`src/rio_master_map.svh`:
```
// Constants for the remote I/O master error and indication block.
// Assumes a 20 MHz system clock; included by name from src/.
`ifndef RIO_MASTER_MAP_SVH
`define RIO_MASTER_MAP_SVH

`define CLK_HZ            20000000
// ------------------------------------------------------------
// Flash timing
// ------------------------------------------------------------
`define FLASH_HALF_MS     250
`define FLASH_HALF_CYC    ((`CLK_HZ / 1000) * `FLASH_HALF_MS)
// ------------------------------------------------------------
// Host error code and flag positions
// ------------------------------------------------------------
`define RIO_ERR_CODE      16'hb008
`define FLAG_ERR_BIT      0
`define FLAG_SUSP_BIT     1
// ------------------------------------------------------------
// Output reset values
// ------------------------------------------------------------
`define STATUS_IND_RST    1'b0
`define TERM_IND_RST      1'b1

`endif

```
`src/rio_master_pkg.sv`:
```
// Types shared by the remote I/O master error block.
// Assumes nothing of its surroundings.
`default_nettype none
package rio_master_pkg;
  typedef enum logic [3:0] {
    ST_TERM_CHK = 4'h1,
    ST_RUN      = 4'h2,
    ST_DEGRADED = 4'h4,
    ST_STOPPED  = 4'h8
  } link_state_t;
endpackage : rio_master_pkg
`default_nettype wire

```
`src/flash_gen.sv`:
```
// Free-running square wave used to flash the status indicator.
// Assumes one synchronous clock and a shared clock enable.
`default_nettype none
module flash_gen #(
  parameter int unsigned HALF_CYC = 5000000
) (
  input  wire logic i_clk,
  input  wire logic i_sys_rst,
  input  wire logic i_ce,
  output logic      o_wave
);
  logic [31:0] count;

  always_ff @(posedge i_clk)
  begin
    if (i_sys_rst)
    begin
      count  <= 32'h0;
      o_wave <= 1'b0;
    end
    else if (i_ce)
    begin
      if (count >= HALF_CYC - 1)
      begin
        count  <= 32'h0;
        o_wave <= ~o_wave;
      end
      else
      begin
        count <= count + 32'h1;
      end
    end
  end
endmodule : flash_gen
`default_nettype wire

```
`src/rio_master_error.sv`:
```
// Error mode and indication logic of a remote I/O line master.
// Assumes the poll engine reports line events as same-clock levels and pulses,
// and that mode, recovery and unit fault pins come from outside the clock domain.
`include "rio_master_map.svh"
`default_nettype none
module rio_master_error #(
  parameter int unsigned N_SLAVES = 8,
  parameter int unsigned HALF_CYC = `FLASH_HALF_CYC
) (
  input  wire logic                i_clk,
  input  wire logic                i_sys_rst,
  input  wire logic                i_ce,
  input  wire logic                i_stop_mode,
  input  wire logic                i_recover,
  input  wire logic [N_SLAVES-1:0] i_slave_fault,
  input  wire logic                i_term_ack,
  input  wire logic                i_line_fault,
  output logic [N_SLAVES-1:0]      o_slave_tx_en,
  output logic                     o_transmission_status_indicator,
  output logic                     o_terminator_check_indicator,
  output logic                     o_host_alarm,
  output logic [15:0]              o_host_err_code,
  output logic [1:0]               o_host_flags
);
  // ------------------------------------------------------------
  // Pin synchronisers
  // ------------------------------------------------------------
  // Mode, recovery and fault pins are wired from outside this clock, so each
  // passes two flops before any logic reads it. Recovery acts on the rising
  // edge only; a pin that is already high when reset ends counts as a press.
  logic [N_SLAVES+1:0] sync_a;
  logic [N_SLAVES+1:0] sync_b;
  wire  logic [N_SLAVES-1:0] fault_s = sync_b[N_SLAVES-1:0];
  wire  logic                stop_s  = sync_b[N_SLAVES];
  wire  logic                rec_s   = sync_b[N_SLAVES+1];
  logic                      rec_d;
  wire  logic                rec_pulse = rec_s & ~rec_d;

  always_ff @(posedge i_clk)
  begin
    if (i_sys_rst)
    begin
      sync_a <= '0;
      sync_b <= '0;
      rec_d  <= 1'b0;
    end
    else if (i_ce)
    begin
      sync_a <= {i_recover, i_stop_mode, i_slave_fault};
      sync_b <= sync_a;
      rec_d  <= rec_s;
    end
  end

  // ------------------------------------------------------------
  // Line state
  // ------------------------------------------------------------
  // The line starts in terminator check. Faults seen there light the status
  // indicator and clear a faulty slave's send enable, but until the terminator
  // answers the line is not known to work, so the host alarm waits.
  rio_master_pkg::link_state_t state;
  rio_master_pkg::link_state_t next_state;
  logic                        mode;
  logic                        alarm;
  logic                        next_alarm;

  // ------------------------------------------------------------
  // State decode
  // ------------------------------------------------------------
  // One decode of the state register, shared by the alarm, mode and output logic; the next-state case decodes it on its own.
  function automatic logic state_is(
    input rio_master_pkg::link_state_t cur,
    input rio_master_pkg::link_state_t want
  );
    return cur == want;
  endfunction : state_is

  // Only slave faults raise the alarm; a line fault from the poll engine
  // lights the indicator but names no slave for the host to report.
  wire logic any_fault = |fault_s;
  wire logic fault_now = any_fault | i_line_fault;
  wire logic term_chk  = state_is(state, rio_master_pkg::ST_TERM_CHK);
  wire logic stopped   = state_is(state, rio_master_pkg::ST_STOPPED);

  // Continue mode sits in the degraded state while any slave is down and
  // returns to run by itself; stop mode waits for a recovery press.
  always_comb
  begin
    next_state = state;
    case (state)
      rio_master_pkg::ST_TERM_CHK:
        if (i_term_ack)
          next_state = rio_master_pkg::ST_RUN;
      rio_master_pkg::ST_RUN:
        if (any_fault && mode)
          next_state = rio_master_pkg::ST_STOPPED;
        else if (any_fault)
          next_state = rio_master_pkg::ST_DEGRADED;
      rio_master_pkg::ST_DEGRADED:
        // resume on repair
        // Continue mode never suspends; each slave rejoins on its own.
        if (!any_fault)
          next_state = rio_master_pkg::ST_RUN;
      rio_master_pkg::ST_STOPPED:
        // explicit recovery
        // A recovery with a slave still down leaves the line stopped.
        if (rec_pulse && !any_fault)
          next_state = rio_master_pkg::ST_RUN;
      default:
        next_state = rio_master_pkg::ST_TERM_CHK;
    endcase
  end

  // alarm set wins
  // A fault still present re-arms the alarm in the very cycle of a recovery
  // press, so a recovery never hides a slave that is still down.
  assign next_alarm = (~term_chk & any_fault) | (alarm & ~rec_pulse);

  // State, alarm and mode share one register block so that a recovery press
  // acts on all three in the same cycle.
  always_ff @(posedge i_clk)
  begin
    if (i_sys_rst)
    begin
      state <= rio_master_pkg::ST_TERM_CHK;
      alarm <= 1'b0;
      mode  <= 1'b0;
    end
    else if (i_ce)
    begin
      state <= next_state;
      alarm <= next_alarm;
      // master mode setting
      // The mode is taken only while the terminator is awaited or at a
      // recovery, so flipping the pin mid-run cannot release a stopped line.
      if (term_chk || rec_pulse)
        mode <= stop_s;
    end
  end

  // ------------------------------------------------------------
  // Indicators and host outputs
  // ------------------------------------------------------------
  // Every host-facing output is a flop, so the host never samples a value
  // while it settles through the decode below.
  logic                     wave;
  wire logic [N_SLAVES-1:0] next_tx_en;
  wire logic                next_status;
  wire logic                next_term_ind;
  wire logic [15:0]         next_err_code;
  wire logic [1:0]          next_flags;

  // The flash runs freely instead of restarting on each repair, so a unit
  // that recovers falls straight back into the common rhythm.
  flash_gen #(
    .HALF_CYC (HALF_CYC)
  ) u_flash (
    .i_clk     (i_clk),
    .i_sys_rst (i_sys_rst),
    .i_ce      (i_ce),
    .o_wave    (wave)
  );

  // In stop mode the indicator stays lit even after the slave returns.
  // A line fault lights it too, before and after the terminator answers.
  wire logic lit_err = stopped | fault_now;

  // healthy slaves continue
  // A slave that is down is skipped; all others keep their exchanges unless the line is stopped, which halts every slave.
  assign next_tx_en = stopped ? '0 : ~fault_s;
  assign next_status = lit_err ? 1'b1 : wave;
  assign next_term_ind = term_chk;
  assign next_err_code = alarm ? `RIO_ERR_CODE : 16'h0000;
  assign next_flags[`FLAG_ERR_BIT]  = alarm;
  assign next_flags[`FLAG_SUSP_BIT] = stopped;

  // After reset the terminator check indicator is on and the status
  // indicator dark, until the first flash edge or fault reaches it.
  always_ff @(posedge i_clk)
  begin
    if (i_sys_rst)
    begin
      o_slave_tx_en                   <= '0;
      o_transmission_status_indicator <= `STATUS_IND_RST;
      o_terminator_check_indicator    <= `TERM_IND_RST;
      o_host_alarm                    <= 1'b0;
      o_host_err_code                 <= 16'h0000;
      o_host_flags                    <= 2'h0;
    end
    else if (i_ce)
    begin
      o_slave_tx_en                   <= next_tx_en;
      o_transmission_status_indicator <= next_status;
      o_terminator_check_indicator    <= next_term_ind;
      o_host_alarm                    <= alarm;
      o_host_err_code                 <= next_err_code;
      o_host_flags                    <= next_flags;
    end
  end
endmodule : rio_master_error
`default_nettype wire

```
`config.mk`:
```
export PLATFORM = sky130hd
export DESIGN_NAME = rio_master_error
export DESIGN_NICKNAME = d
export VERILOG_FILES = /design/src/rio_master_pkg.sv /design/src/flash_gen.sv /design/src/rio_master_error.sv
export VERILOG_INCLUDE_DIRS = /design/src /design/src/src
export SDC_FILE = /design/constraint.sdc
export NUM_CORES = 1
export LEC_CHECK = 0
export BUFFER_PORTS_ARGS = -buffer_cell sky130_fd_sc_hd__buf_2
export CORE_MARGIN = 4
export CORE_UTILIZATION = 35
export CTS_CLUSTER_DIAMETER = 80
export DETAILED_ROUTE_END_ITERATION = 10
export MAX_ROUTING_LAYER = met4
export PLACE_DENSITY = 0.53
export RECOVER_POWER = 25
export SLEW_MARGIN = 10
export SYNTH_ARGS = -nofsm -noshare
export SYNTH_HDL_FRONTEND = slang
export SYNTH_HIERARCHICAL = 1
export SYNTH_SLANG_ARGS = --single-unit
```
`constraint.sdc`:
```
create_clock -name i_clk -period 2.4 [get_ports i_clk]
set_input_delay 0.24 -clock i_clk [delete_from_list [all_inputs] [get_ports i_clk]]
set_output_delay 0.24 -clock i_clk [all_outputs]
set_load 0.01 [all_outputs]
```
== Word level (Yosys, flattened, before mapping) ==
Index checks and enable logic that the tools add are counted.

* Register bits after elaboration: 89
* Input port bits: 15

* Add/subtract/negate cells: 1
* $lt $le $gt $ge: 1
* Equality and inequality tests: 8
* Muxes and demuxes: 10
* Bitwise logic cells: 11
* Reductions and logical operators: 8

{| class="wikitable"
|+ Operators by type and width
! operator !! count
|-
| $add 32x1->32 const B || 1
|-
| $ge 32x23->1 const B || 1
|-
| $mux 32 || 1
|-
| $mux 4 || 5
|-
| $mux 16 || 1
|-
| $pmux 4 s4 || 1
|-
| $mux 8 || 1
|-
| $not 8->8 || 1
|-
| $reduce_or 8->1 || 1
|-
| $reduce_and 5->1 || 1
|-
| $eq 4x1->1 const B || 1
|-
| $eq 4x2->1 const B || 1
|-
| $eq 4x3->1 const B || 1
|-
| $eq 4x4->1 const B || 1
|-
| $ne 2x2->1 const B || 2
|-
| $not 1->1 || 4
|-
| $reduce_and 2->1 || 2
|-
| $and 1x1->1 || 3
|-
| $ne 3x3->1 const B || 1
|-
| $or 1x1->1 || 3
|-
| $logic_and 1x1->1 || 2
|-
| $ne 2x1->1 const B || 1
|-
| $logic_not 1->1 || 1
|-
| $logic_or 1x1->1 || 1
|-
| $mux 1 || 1
|}

== Depth between registers and ports, before layout ==
* Word-level depth: 5
* Gate-level depth with buffers: 7
* Gate-level depth less buffers: 6

== By module ==
Netlist, hierarchy kept.

{| class="wikitable"
|+ Modules (own cells, without submodules)
! module !! times used !! cells each !! area an instance (sq um)
|-
| rio_master_error || 1 || 187 || 1739.2
|-
| flash_gen || 1 || 200 || 1669.1
|}

== Worst setup path before layout ==
OpenSTA, ideal clock, no wires.

* Path type: reg-to-reg
* Start: reg u_flash.count[16]
* End: reg u_flash.count[8]
* Setup time: 0.115 ns
* Arrival time: 1.713 ns
* Required time: 2.285 ns
* Setup slack: 0.572 ns
* Stages on the path, launching flop included: 7
* Clock period less this slack: 1.828 ns
* Path through: dfxtp_1 or4_4 nor4_2 a22oi_2 a31oi_4 buf_6 nor2_1

* Word-level cells in the longest chain between the ends: 2

{| class="wikitable"
|+ Ends and longest elaborated chain
! element !! line !! source
|-
| start, declared || flash_gen.sv:12 || <nowiki>logic [31:0] count;</nowiki>
|-
| start signal, assigned || flash_gen.sv:30 || <nowiki>count <= count + 32'h1;</nowiki>
|-
| $ge 32x23->1 || flash_gen.sv:23 || <nowiki>if (count >= HALF_CYC - 1)</nowiki>
|-
| $mux 32 || flash_gen.sv:23 ||
|}

No other way between the ends.
A chain may end at the register's enable or synchronous reset.

==> impl_metrics.py <==
metrics = {
    "sta": {
        "min_period_over_period": 0.8301,
        "post-route-worst-setup-slack_ps": 407.7,
        "slew_violations": 0,
        "hold_viol": 0,
        "min_period_ps": 1992,
        "relSlewSlack": 0.1298,
        "clock.fmax_ghz": 0.5019,
        "worst-slew-pin-transition_ps": 1305,
        "tns_ps": 0,
        "setup_violations": 0,
        "skew_ps": 17.82,
        "grt_setup_unrepaired": "no",
    },
    "yosys": {
        "ys.warnings.count": 6,
        "yosys_most_used_dff": "dfxtp_1",
        "synth_edf_count": 0,
        "ys_types": 46,
        "synth_seq_cells": 72,
        "synthCells": 387,
        "synth-seq-area-share": 0.4229,
        "async_flop_share": 0,
        "synthesis.area_um2": 3408,
        "avgSynthCellArea_um2": 8.807,
    },
    "clocking": {
        "cts_resized": 0,
        "cts_buffers": 9,
        "clk_pin_slew_ps": 90,
        "h-tree-depth": 3,
        "cts_hold_buf": 0,
        "postCtsSetupRepairBufs": 0,
        "clockBufferDepth": 2,
        "cts.sinks": 72,
        "root_buffer": "clkbuf_8",
        "clock_latency_ps": 350,
        "cts_tree": "yes",
    },
    "route": {
        "antenna_left": 0,
        "viasPerCell": 4.724,
        "drc": 0,
        "dr.first_iter.drc_count": 115,
        "dr.pass1.iters": 4,
        "wl_um": 6659,
        "routedWlPerCell_um": 12.24,
        "num_vias": 2570,
    },
    "setup_path": {
        "cp_max_fo": 47,
        "endpoint_kind": "register",
        "r2r_slack_ps": 420,
        "cp_slowest_stage_delay_ps": 970,
        "crit_family": "buffers and inverters",
        "path_cells": "buf_2 -> clkbuf_2 -> nand4_1 -> nor4_1 -> xnor2_1 -> nor2_1",
        "critical-path-slowest-cell": "clkbuf_2",
        "cp.buffers_inverters": 2,
        "cp.arrival_ps": 2230,
        "critPathRequiredTime_ps": 2640,
        "startpoint_type": "primary input",
        "path_class": "in2reg",
    },
    "grt": {
        "grt_pass1_vias": 2410,
        "grt_overflow": 0,
        "grt_pass1_wl_um": 11700,
        "grtUsageTotal": 0.1302,
        "grt_max_degree": 48,
        "antenna_found_initial": 0,
    },
    "floorplanning": {
        "die_h_um": 106.7,
        "rows": 35,
        "dieArea_um2": 11380,
        "core_um2": 9371,
        "die_x_um": 106.7,
        "start_util": 0.3637,
        "ioPinCount": 44,
    },
    "finish": {
        "drive_above_1_share": 0.1470,
        "syn2layout_area_growth_pct": 10.68,
        "nNetsFinal": 426,
        "final_cell_area_um2": 3772,
        "antenna_cells": 0,
    },
    "worst_hold_path": {
        "hp-class": "in2reg",
    },
    "power": {
        "p_total_mw": 2.457,
        "powerDensity_nw_per_um2": 651.4,
        "ir_drop_mv": 0.2324,
        "leakage_nw": 1.498,
    },
    "placement": {
        "place.gp.congestion": 0.8112,
        "hpwl_um": 4484,
        "pre_cts_ws_ps": 420.4,
        "place_area_um2": 3585,
        "port_buffers": 31,
    },
    "run": {
        "max_cap_viol_count": 0,
    },
    "status": {
        "status": "complete, no violations",
    },
}
-- Yosys cell counts (2+ instances only) --
master | number | area share
nor2_1 | 91 | 0.10
dfxtp_1 | 72 | 0.42
mux2i_1 | 36 | 0.11
xnor2_1 | 27 | 0.069
buf_4 | 18 | 0.040
nand2_1 | 17 | 0.019
nor3_1 | 16 | 0.023
nand3_1 | 12 | 0.018
clkbuf_1 | 8 | 0.0088
inv_1 | 8 | 0.0088
nor4_1 | 8 | 0.015
nand2b_1 | 7 | 0.013
nand4_1 | 7 | 0.013
a21oi_1 | 5 | 0.0073
buf_2 | 5 | 0.0073
xor2_1 | 5 | 0.013
and4_1 | 4 | 0.010
buf_6 | 4 | 0.013
o21ai_0 | 4 | 0.0059
and3_1 | 3 | 0.0055
a32oi_1 | 2 | 0.0051
nor2b_1 | 2 | 0.0037
o211ai_1 | 2 | 0.0044
or4bb_1 | 2 | 0.0066
-- final timing paths --
| path | depth (start not counted) | from | to |
|---|---|---|---|
| min reg2reg | 2 | o_transmission_status_indicator | o_transmission_status_indicator |
| max reg2reg | 6 | u_flash/count[16] | u_flash/count[17] |
| max | 6 | i_ce | u_flash/count[31] |
| min | 3 | i_stop_mode | sync_a[8] |
-- layout make-up --
cell class	instances	area [um^2]
Fill cell	962	5599
Multi-Input combinational cell	282	1739
Sequential cell	72	1441
Timing Repair Buffer	37	210.2
Tap cell	129	161.4
Clock buffer	9	123.9
Clock inverter	7	66.31
Inverter	8	30.03
-- routing by layer --
metal	GRT usage	vias to the layer above	wire length (um)	share of wire
met5	-	-	0	0
met4	0.04932	0	119	0.018
met3	0.03371	9	236	0.035
met2	0.1799	42	2939	0.44
met1	0.1818	1187	3363	0.51
li1	-	1332	-	-
-- layout by cell type, fill, tap and decap left out, drive strengths merged, types with 2 or more instances in the layout --
| master | count |
|---|---|
| conb | 12 |
| xnor2 | 27 |
| nand4 | 7 |
| nand3 | 12 |
| and3 | 3 |
| o21ai | 6 |
| nand2 | 17 |
| inv | 14 |
| dfxtp | 72 |
| buf | 36 |
| clkbuf | 10 |
| o211ai | 2 |
| or4bb | 2 |
| nand2b | 7 |
| and4 | 4 |
| nor4 | 9 |
| nor3 | 16 |
| mux2i | 36 |
| a21oi | 5 |
| xor2 | 5 |
| nor2b | 2 |
| a32oi | 2 |
| nor2 | 91 |
-- per-stage QoR --
step                  util  std cells  hold WS [ps]
floorplan                -        398         309.1
global placement    0.3825        528         469.7
detailed placement  0.3825        528         475.7
CTS                 0.4028        544         95.62
global route        0.4025        544         117.5
finish              0.4025        544         115.7
-- flip-flops by register name, summed over array words and instances (netlist names) --
signal                           cells
mode                                 1
o_transmission_status_indicator      1
state                                4
u_flash/count                       32
rec_d                                1
o_host_flags                         2
alarm                                1
sync_b                              10
u_flash/o_wave                       1
sync_a                              10
o_slave_tx_en                        8
o_terminator_check_indicator         1
-- cells by family after synthesis --
| family | count (synthesis) | share of synthesized area |
|---|---|---|
| buffers and inverters | 44 | 0.07893 |
| AO/OA/AOI/OAI | 22 | 0.05103 |
| other | 1 | 0.001100 |
| adder cells (fa/ha/maj) | 1 | 0.003670 |
| AND/OR/NAND/NOR | 179 | 0.2544 |
| multiplexers | 36 | 0.1057 |
| flip-flops | 72 | 0.4229 |
| XOR/XNOR | 32 | 0.08223 |
-- worst min-delay path: stages --
cell	delay (ps)
buf_2	70
mux2i_1	50
nor2_1	70
-- where the power goes --
group	switching, mW	internal [mW]	leakage, nW
Sequential	0.0369	1.24	0.587
Combinational	0.131	0.107	0.812
Clock	0.537	0.406	0.0991
No activity file was read; power rests on OpenSTA's default activity.
